## src/rtl/adc_port_regs.svh

```systemverilog
// Constants of the parallel host port: control layout, timing, bus values.
// Assumes inclusion by the package and the design modules by bare name.
`ifndef ADC_PORT_REGS_SVH
`define ADC_PORT_REGS_SVH

// ****************************************
// Control register
// ****************************************
`define CFG_W 8
`define CFG_RESET 8'h00
`define CFG_SEL_MSB 7
`define CFG_SEL_LSB 5
`define CFG_RNG_MSB 4
`define CFG_RNG_LSB 2
`define CFG_INTERNAL_REFERENCE_ON_BIT 1
`define CFG_REFERENCE_BUFFER_OFF_BIT 0
`define CFG_BUS_MSB 15
`define CFG_BUS_LSB 8

// ****************************************
// Conversion timing
// ****************************************
`define CLK_PERIOD_NS 10
`define CONV_TIME_NS 3000
`define CONV_CYCLES ((`CONV_TIME_NS + `CLK_PERIOD_NS - 1) / `CLK_PERIOD_NS)
`define CONV_CNT_W 9

// ****************************************
// Channels and data bus
// ****************************************
`define NUM_PAIRS 3
`define NUM_CH 6
`define WORD_W 16
`define RES_W 96
`define NO_CH 3'h7
`define BYTE_ORDER_LINE 7
`define OE_OFF 16'hFFFF
`define OE_WORD 16'h0000
`define OE_BYTE 16'h00FF
`define LOW_BYTE_ZERO 8'h00
`define RES_ZERO 16'h0000

`endif

```

## src/rtl/adc_port_pkg.sv

```systemverilog
// Types of the parallel host port: the state records of both modules.
// Assumes the constant header is on the include path.
`default_nettype none
`include "adc_port_regs.svh"

package adc_port_pkg;
	// ****************************************
	// Main port state
	// ****************************************
	typedef struct packed {
		logic [`NUM_PAIRS-1:0] start_prev;
		logic [`NUM_PAIRS-1:0] pending;
		logic [`NUM_PAIRS-1:0] mask;
		logic [`NUM_PAIRS-1:0] hold;
		logic [`CFG_W-1:0] cfg;
		logic wr_act;
		logic rd_act;
		logic [2:0] ptr;
		logic phase;
		logic [`RES_W-1:0] res;
		logic [`WORD_W-1:0] dout;
	} port_state_t;

	// ****************************************
	// Conversion timer state
	// ****************************************
	typedef struct packed {
		logic busy;
		logic [`CONV_CNT_W-1:0] cnt;
	} timer_state_t;
endpackage

`default_nettype wire

```

## src/rtl/conv_if.sv

```systemverilog
// Link between the port logic and the conversion timer.
// Assumes both ends share one clock.
`default_nettype none

interface conv_if;
	logic start;
	logic busy;
	logic done;
	modport ctrl (output start, input busy, input done);
	modport timer (input start, output busy, output done);
endinterface

`default_nettype wire

```

## src/rtl/sar_adc_parallel_host_port.sv

```systemverilog
// Conversion control and parallel host port of a six-channel sampler.
// Assumes all pins synchronous to sys_clk_i; converter results on result_data_i.
`default_nettype none
`include "adc_port_regs.svh"

module sar_adc_parallel_host_port (
	// Clock and reset
	input wire logic sys_clk_i,
	input wire logic rst_i,
	// Conversion starts, active-low pulses
	input wire logic start_pair_one_i,
	input wire logic start_pair_two_i,
	input wire logic start_pair_three_i,
	// Mode pins
	input wire logic interface_choice_pin_i,
	input wire logic word_byte_sel_i,
	input wire logic hw_sw_sel_i,
	// Host strobes, active low
	input wire logic cs_n_i,
	input wire logic rd_n_i,
	input wire logic wr_n_i,
	// Data bus as three signals
	input wire logic [`WORD_W-1:0] db_i,
	output logic [`WORD_W-1:0] db_o,
	output logic [`WORD_W-1:0] db_oe_n_o,
	// Converter side
	input wire logic [`RES_W-1:0] result_data_i,
	output logic [`RES_W-1:0] result_words_o,
	output logic busy_o,
	output logic [`NUM_PAIRS-1:0] track_hold_o,
	output logic [`NUM_PAIRS-1:0] pair_range_o,
	output logic internal_reference_on_o,
	output logic reference_buffer_off_o
);
	// ****************************************
	// Declarations
	// ****************************************
	adc_port_pkg::port_state_t st_r, st_nxt;
	conv_if cv ();
	logic [`NUM_PAIRS-1:0] start_now;
	logic [`NUM_PAIRS-1:0] rise;
	logic [`NUM_PAIRS-1:0] pairs;
	logic accept;
	logic rd_now;
	logic wr_now;
	logic rd_end;
	logic wr_end;
	logic [`RES_W-1:0] captured;

	// First channel at or after a point whose pair is in the mask
	function automatic logic [2:0] seek(input logic [2:0] m, input logic [2:0] from);
		logic [2:0] r;
		r = `NO_CH;
		for (int i = `NUM_CH - 1; i >= 0; i--) begin
			if (i >= int'(from) && m[i / 2]) begin
				r = 3'(i);
			end
		end
		return r;
	endfunction

	// ****************************************
	// Conversion timer
	// ****************************************
	conv_timer u_timer (
		.sys_clk_i(sys_clk_i),
		.rst_i(rst_i),
		.cv(cv.timer)
	);

	// Start edge detection and pair choice
	assign start_now = {start_pair_three_i, start_pair_two_i, start_pair_one_i};
	assign rise = start_now & ~st_r.start_prev;
	assign pairs = hw_sw_sel_i ? st_r.cfg[`CFG_SEL_MSB:`CFG_SEL_LSB] : rise;
	// Software mode listens to start one only
	assign accept = !cv.busy && (hw_sw_sel_i ? rise[0] : |rise);
	assign cv.start = accept;

	// Strobe decode; a write needs read high
	assign rd_now = !interface_choice_pin_i && !cs_n_i && !rd_n_i;
	assign wr_now = !cs_n_i && !wr_n_i && rd_n_i;
	assign rd_end = st_r.rd_act && !rd_now;
	assign wr_end = st_r.wr_act && !wr_now;

	// Per-channel capture, zero fill of unconverted pairs in serial mode
	genvar ch;
	generate
		for (ch = 0; ch < `NUM_CH; ch++) begin : g_cap
			assign captured[ch*`WORD_W +: `WORD_W] =
				(interface_choice_pin_i && !st_r.pending[ch / 2]) ? `RES_ZERO
				: result_data_i[ch*`WORD_W +: `WORD_W];
		end
	endgenerate

	// ****************************************
	// Next state
	// ****************************************
	always_comb begin
		logic [`WORD_W-1:0] word;
		logic [2:0] nxt_ch;
		logic hi_sel;
		word = `RES_ZERO;
		nxt_ch = `NO_CH;
		hi_sel = 1'b0;
		st_nxt = st_r;
		st_nxt.start_prev = start_now;
		st_nxt.rd_act = rd_now;
		st_nxt.wr_act = wr_now;
		// Pairs go to hold on an accepted start
		if (accept) begin
			st_nxt.pending = pairs;
			st_nxt.hold = pairs;
		end
		// End of conversion: tracking again, new read list
		if (cv.done) begin
			st_nxt.hold = '0;
			st_nxt.mask = st_r.pending;
			st_nxt.res = captured;
			st_nxt.ptr = seek(st_r.pending, 3'h0);
			st_nxt.phase = 1'b0;
		end else if (rd_end) begin
			// Advance after each read; byte mode steps on second byte
			if (word_byte_sel_i && !st_r.phase) begin
				st_nxt.phase = 1'b1;
			end else begin
				st_nxt.phase = 1'b0;
				nxt_ch = seek(st_r.mask, st_r.ptr + 3'h1);
				st_nxt.ptr = (nxt_ch == `NO_CH) ? seek(st_r.mask, 3'h0) : nxt_ch;
			end
		end
		// Config write lands on the rising write strobe
		if (wr_end) begin
			st_nxt.cfg = db_i[`CFG_BUS_MSB:`CFG_BUS_LSB];
		end
		// Output word follows the pointer one cycle later
		if (st_r.ptr < 3'(`NUM_CH)) begin
			word = st_r.res[st_r.ptr*`WORD_W +: `WORD_W];
		end
		hi_sel = st_r.phase ^ db_i[`BYTE_ORDER_LINE];
		if (word_byte_sel_i) begin
			st_nxt.dout = {hi_sel ? word[15:8] : word[7:0], `LOW_BYTE_ZERO};
		end else begin
			st_nxt.dout = word;
		end
	end

	// State register
	always_ff @(posedge sys_clk_i) begin
		if (rst_i) begin
			st_r <= '0;
			st_r.start_prev <= '1;
			st_r.cfg <= `CFG_RESET;
			st_r.ptr <= `NO_CH;
		end else begin
			st_r <= st_nxt;
		end
	end

	// ****************************************
	// Outputs
	// ****************************************
	// Bus enables; low lines stay off in byte mode
	always_comb begin
		if (!rd_now) begin
			db_oe_n_o = `OE_OFF;
		end else if (word_byte_sel_i) begin
			db_oe_n_o = `OE_BYTE;
		end else begin
			db_oe_n_o = `OE_WORD;
		end
	end
	assign db_o = st_r.dout;
	assign result_words_o = st_r.res;
	assign busy_o = cv.busy;
	assign track_hold_o = st_r.hold;
	// Range and reference controls from the config
	assign pair_range_o = st_r.cfg[`CFG_RNG_MSB:`CFG_RNG_LSB];
	assign internal_reference_on_o = st_r.cfg[`CFG_INTERNAL_REFERENCE_ON_BIT];
	assign reference_buffer_off_o = st_r.cfg[`CFG_REFERENCE_BUFFER_OFF_BIT];
endmodule

`default_nettype wire

```

## src/rtl/conv_timer.sv

```systemverilog
// Conversion timer standing in for the internal oscillator.
// Assumes start is a one-cycle pulse from the port logic.
`default_nettype none
`include "adc_port_regs.svh"

module conv_timer (
	// Clock and reset
	input wire logic sys_clk_i,
	input wire logic rst_i,
	// Port side
	conv_if.timer cv
);
	adc_port_pkg::timer_state_t st_r, st_nxt;

	// End of the fixed interval
	assign cv.done = st_r.busy && (st_r.cnt == `CONV_CNT_W'(`CONV_CYCLES - 1));
	assign cv.busy = st_r.busy;

	// Busy framing; starts while busy are dropped here too
	always_comb begin
		st_nxt = st_r;
		if (cv.start && !st_r.busy) begin
			st_nxt.busy = 1'b1;
			st_nxt.cnt = '0;
		end else if (cv.done) begin
			st_nxt.busy = 1'b0;
		end else if (st_r.busy) begin
			st_nxt.cnt = st_r.cnt + `CONV_CNT_W'(1);
		end
	end

	// State register
	always_ff @(posedge sys_clk_i) begin
		if (rst_i) begin
			st_r <= '0;
		end else begin
			st_r <= st_nxt;
		end
	end
endmodule

`default_nettype wire

```

## config.mk

```make
export PLATFORM = sky130hd
export DESIGN_NAME = sar_adc_parallel_host_port
export DESIGN_NICKNAME = d
export VERILOG_FILES = /design/src/rtl/adc_port_pkg.sv /design/src/rtl/conv_if.sv /design/src/rtl/sar_adc_parallel_host_port.sv /design/src/rtl/conv_timer.sv
export VERILOG_INCLUDE_DIRS = /design/src /design/src/rtl
export SDC_FILE = /design/constraint.sdc
export NUM_CORES = 1
export LEC_CHECK = 0
export BUFFER_PORTS_ARGS = -buffer_cell sky130_fd_sc_hd__clkbuf_2
export CORE_MARGIN = 2
export CORE_UTILIZATION = 30
export CTS_BUF_LIST = sky130_fd_sc_hd__clkbuf_4
export DETAILED_ROUTE_END_ITERATION = 10
export RECOVER_POWER = 25
export SLEW_MARGIN = 20
export SYNTH_ARGS = -nofsm -noshare
export SYNTH_HDL_FRONTEND = slang
export SYNTH_HIERARCHICAL = 1
export SYNTH_SLANG_ARGS = --single-unit
```

## constraint.sdc

```tcl
create_clock -name sys_clk_i -period 2.5 [get_ports sys_clk_i]
set_input_delay 0.75 -clock sys_clk_i [delete_from_list [all_inputs] [get_ports sys_clk_i]]
set_output_delay 0.75 -clock sys_clk_i [all_outputs]
set_load 0.02 [all_outputs]
```

# --- After elaboration in Yosys (flattened, before gate mapping) ---
# Index checks and enable logic that the tools add are counted.
word_totals:
  reg_bits: 148
  inputBits: 123
  out_inout_bits: 137
  elab_cells: 106
classes:
  add_sub_neg: 2
  magnitude_cmp: 7
  eq_ne: 3
  shift: 1
  n_mux: 37
  bitwise: 4
  n_reduce_logical: 38
ops:
  columns: ["cell", "count"]
  rows:
  - ["16-bit 2-to-1 mux", 9]
  - ["96-bit by 8-bit variable part select with 16-bit output", 1]
  - ["3-bit 2-to-1 mux", 15]
  - ["1-bit logical AND", 19]
  - ["9-bit 2-to-1 mux", 2]
  - ["8-bit 2-to-1 mux", 2]
  - ["1-bit zero test", 11]
  - ["10-bit 2-to-1 mux", 1]
  - ["9-bit by 1-bit adder with 9-bit output, second input constant", 1]
  - ["9-bit equality test, second input constant", 1]
  - ["4-bit 2-to-1 mux", 2]
  - ["1-bit by 3-bit greater-or-equal comparator with 1-bit output, first input constant", 2]
  - ["2-bit by 3-bit greater-or-equal comparator with 1-bit output, first input constant", 2]
  - ["3-bit greater-or-equal comparator, first input constant", 2]
  - ["2-bit 2-to-1 mux", 3]
  - ["2-bit OR reduction", 3]
  - ["2-bit AND reduction", 2]
  - ["2-bit nonzero test", 2]
  - ["3-bit by 1-bit adder with 3-bit output, second input constant", 1]
  - ["3-bit bitwise AND", 1]
  - ["3-bit equality test, second input constant", 1]
  - ["3-bit less-than comparator, second input constant", 1]
  - ["1-bit 2-to-1 mux", 3]
  - ["3-bit NOT", 1]
  - ["4 further kinds", 4]

# --- Depth between registers and ports, before layout ---
logic_depth:
  depth_word: 17
  depth_mapped: 8

# --- Modules after synthesis ---
# Netlist, hierarchy kept.
modules_own_cells:
  columns: ["module", "instances", "cells_per_inst", "area_per_inst_um2", "seq_area_each_um2"]
  rows:
  - ["sar_adc_parallel_host_port", 1, 793, 7053.0, 2762.6]
  - ["conv_timer", 1, 54, 491.7, 200.2]

# --- Worst setup path after synthesis ---
# OpenSTA, ideal clock, no wires.
synth_timing:
  path_kind: "in2out"
  start: "in rd_n_i"
  end: "out db_oe_n_o[1]"
  arrival_time_ns: 1.937
  setup_slack_ns: -0.187
  path_stages: 3
  path_buffers: 1
  cell_sequence: "or3_1 or2_2 buf_4"
synth_between:
  elab_chain_len: 3
synth_rtl:
  columns: ["element", "line_no", "rtl"]
  rows:
  - ["start, declared", "sar_adc_parallel_host_port.sv:20", "input wire logic rd_n_i,"]
  - ["1-bit zero test", "sar_adc_parallel_host_port.sv:80", "assign rd_now = !interface_choice_pin_i && !cs_n_i && !rd_n_i;"]
  - ["1-bit logical AND", "sar_adc_parallel_host_port.sv:80", null]
  - ["16-bit 2-to-1 mux", "sar_adc_parallel_host_port.sv:164", "if (!rd_now) begin"]
  - ["end, declared", "sar_adc_parallel_host_port.sv:25", "output logic [`WORD_W-1:0] db_oe_n_o,"]
# Every way passes these cells.

# --- Worst setup path after layout ---
# Ends and elaborated chain as after synthesis.

==> flow_metrics.py <==
metrics = {
    "outcome": {
        "status": "complete, no violations",
    },
    "cells_and_area": {
        "fin_cells": 1306,
        "syn2layout_area_growth_pct": 12.2,
        "drive_gt1_share_pct": 31.6,
        "final_util_pct": 33.9,
        "finalInstanceArea_mm2": 0.00847,
        "final_nets": 1085,
    },
    "sta": {
        "finalHoldViolCount": 0,
        "period_minus_slack_ns": 2.46,
        "finalClockSkew_ns": 0.0265,
        "fmax_mhz": 407,
        "slew_viol_final": 0,
        "final-setup-viol-count": 0,
        "finalCritPeriodShare_pct": 98.4,
        "rsz0062_at_grt": "yes",
        "max-slew-margin-rel_pct": 14.0,
        "tightest_slew_ns": 1.29,
    },
    "setup_path": {
        "cp_cell_sequence": "clkbuf_2, or3_4, or2_4, clkbuf_2",
        "worstSetupPathDepth": 4,
        "critical-path-top-delay-family": "simple AND/OR/NAND/NOR gates",
        "max_stage_delay_ns": 0.43,
        "critPathSlowestCell": "or3_4",
        "arrival_ns": 1.71,
        "r2r_slack_ns": 0.35,
        "path_buf_inv": 2,
        "start_kind": "input pin",
        "worstPathMaxFanout": 8,
        "worst-setup-path-type": "in -> out",
        "cp-end-kind": "primary output",
        "r2r_cells": 5,
        "cpMostUsedCell": "clkbuf_2",
        "critPathRequiredTime_ns": 1.75,
        "r2r-start": "st_r[113]",
        "r2r-end": "st_r[114]",
    },
    "placed_design": {
        "dpl-instance-area_mm2": 0.00822,
        "dp_cells": 1268,
        "gp_congestion": 0.789,
        "dp_hpwl_um": 15500,
        "io_buffer_count": 252,
    },
    "clock_tree": {
        "cts-htree-levels": 4,
        "cts_resized": 0,
        "clk_latency_ns": 0.53,
        "cts_tree": "done",
        "numCtsBuffers": 17,
        "cts_buffer_depth": 2,
        "root_buffer": "clkbuf_4",
        "clk_pin_slew_ns": 0.12,
        "cts.sinks": 148,
    },
    "floorplanning": {
        "rows": 58,
        "coreArea_mm2": 0.0250,
        "initial_utilization_pct": 30.2,
        "boundaryPins": 260,
        "die_x_um": 163,
        "die-area_mm2": 0.0264,
        "die-height_um": 163,
    },
    "global_routing": {
        "grt_max_degree": 63,
        "grt_pass1_wl_um": 32400,
        "track_usage_pct": 16.1,
        "grt_pass1_vias": 5579,
        "gr-total-overflow": 0,
        "antenna_found_initial": 3,
    },
    "routing": {
        "drtIter0Drc": 281,
        "totalWireLength_um": 21300,
        "drcViolationCount": 0,
        "num_vias": 5968,
        "wl_per_cell_um": 16.3,
        "ant_nets": 0,
        "drt-pass1-iter-count": 4,
        "via_per_inst": 4.57,
    },
    "yosys": {
        "synth-seq-cells": 148,
        "synthAdderAreaFrac_pct": 0.813,
        "synth_area_mm2": 0.00754,
        "async_reset_ff_share_pct": 0,
        "synth_common_cells": "148 x dfxtp_1, 133 x buf_4, 119 x a21oi_1",
        "syn_area_per_cell_um2": 8.91,
        "syn_nets": 974,
        "synth_compound_area_share_pct": 13.3,
        "ys_seq_area_share_pct": 39.3,
        "synth.area.mux_share_pct": 8.57,
        "synthCells": 847,
        "synth_edf_count": 0,
        "synth_cell_types": 68,
        "synthXorXnorAreaFrac_pct": 0.713,
        "synthSimpleGateAreaFrac_pct": 19.8,
        "synth_top_area_share_pct": 39.3,
        "synth_top_cell_by_area": "dfxtp_1",
        "yosysMostFrequentCell": "dfxtp_1",
        "synth_top_family_by_area": "simple AND/OR/NAND/NOR gates",
        "yosys_warnings": 6,
        "synthTopCellsByArea": "dfxtp_1 39%, buf_4 13%, nor2b_1 8.1%",
        "ys.flop_type": "dfxtp_1",
    },
    "hold_path": {
        "min_path_cells": 2,
        "worstHoldEndpoint": "st_r[137]",
        "hold_start": "start_pair_three_i",
        "hp-class": "in -> reg",
    },
    "run": {
        "maxCapViolCount": 0,
    },
    "power": {
        "p_per_area_mw_per_mm2": 510,
        "p_leak_uw": 0.00373,
        "ir_worst_vdd_uv": 245,
    },
}
[kinds of logic after synthesis]
family                   Yosys count
XOR/XNOR                           4
adder cells (fa/ha/maj)            5
buffers and inverters            191
flip-flops                       148
AO/OA/AOI/OAI                    166
AND/OR/NAND/NOR                  295
multiplexers                      38
[cell usage in the layout, fill, tap and decap left out, drive strengths merged, types with 10 or more instances in the layout]
cell type  Yosys  layout
mux2          17      17
mux4          16      16
nand3         10      10
nor2b         98      98
nor2         117     117
buf          143      19
nand2         34      34
clkbuf        39     274
dfxtp        148     148
a21oi        119     119
inv            8      10
[registers in the layout, summed over array words and instances, names as in the netlist]
signal                   flops
result_words_o              96
st_r                        18
db_o                        16
u_timer/st_r                 9
pair_range_o                 3
track_hold_o                 3
internal_reference_on_o      1
reference_buffer_off_o       1
u_timer/cv.busy              1
[worst register-to-register path: stages, from the launching register on]
cell and delay (ns):
dfxtp_2 0.65, ha_1 0.37, or2_2 0.32, maj3_2 0.29, o221a_2 0.24, o31ai_2 0.20
[worst max path at each step]
stage / from / endpoint
6_report: rd_n_i / db_oe_n_o[1]
5_1_grt: rd_n_i / db_oe_n_o[1]
4_1_cts: rd_n_i / db_oe_n_o[6]
3_5_place_dp: rd_n_i / db_oe_n_o[6]
3_3_place_gp: rd_n_i / db_oe_n_o[1]
2_1_floorplan: rd_n_i / db_oe_n_o[1]
[power breakdown]
| group | internal, uW | switching [uW] | leakage [uW] |
|---|---|---|---|
| sequential | 2380 | 21.2 | 0.00119 |
| combinational | 124 | 163 | 0.00238 |
| clock | 716 | 910 | 0.000165 |
[per-layer routing]
| metal | wire length [um] | vias up | share of wire (%) | GRT usage (%) |
|---|---|---|---|---|
| met5 | 0 | - | 0 | 0 |
| met4 | 234 | 0 | 1.1 | 3.58 |
| met3 | 1350 | 13 | 6.3 | 4.35 |
| met2 | 10000 | 185 | 47 | 26.3 |
| met1 | 9680 | 2793 | 46 | 21.3 |
| li1 | - | 2977 | - | - |
[timing repair]
action,CTS,global route
hold buffers,0,0
setup buffers,0,1
endpoints found under the setup margin,0,8
[area by class of cell]
| cell class | instances | area [um2] |
|---|---|---|
| fillers | 2679 | 16500 |
| multi-input cells | 508 | 3300 |
| flip-flops and latches | 148 | 2960 |
| repair buffers | 274 | 1440 |
| well taps | 330 | 413 |
| clock inverters | 13 | 156 |
| clock buffers | 19 | 143 |
| inverters | 9 | 33.8 |
| diodes | 5 | 12.5 |
[through the flow]
stage	hold slack [ns]	setup slack (ns)	power (uW)	TNS, ns
after CTS	0.346	0.0247	4410	0
after floorplan	0.437	0.0744	2610	0
after global routing	0.326	-0.000847	4520	-0.000847
after detailed placement	0.447	0.0259	2760	0
after global placement	0.446	0.0319	2750	0
final	0.425	0.0408	4320	0
Power figures use the tool's default switching activity.
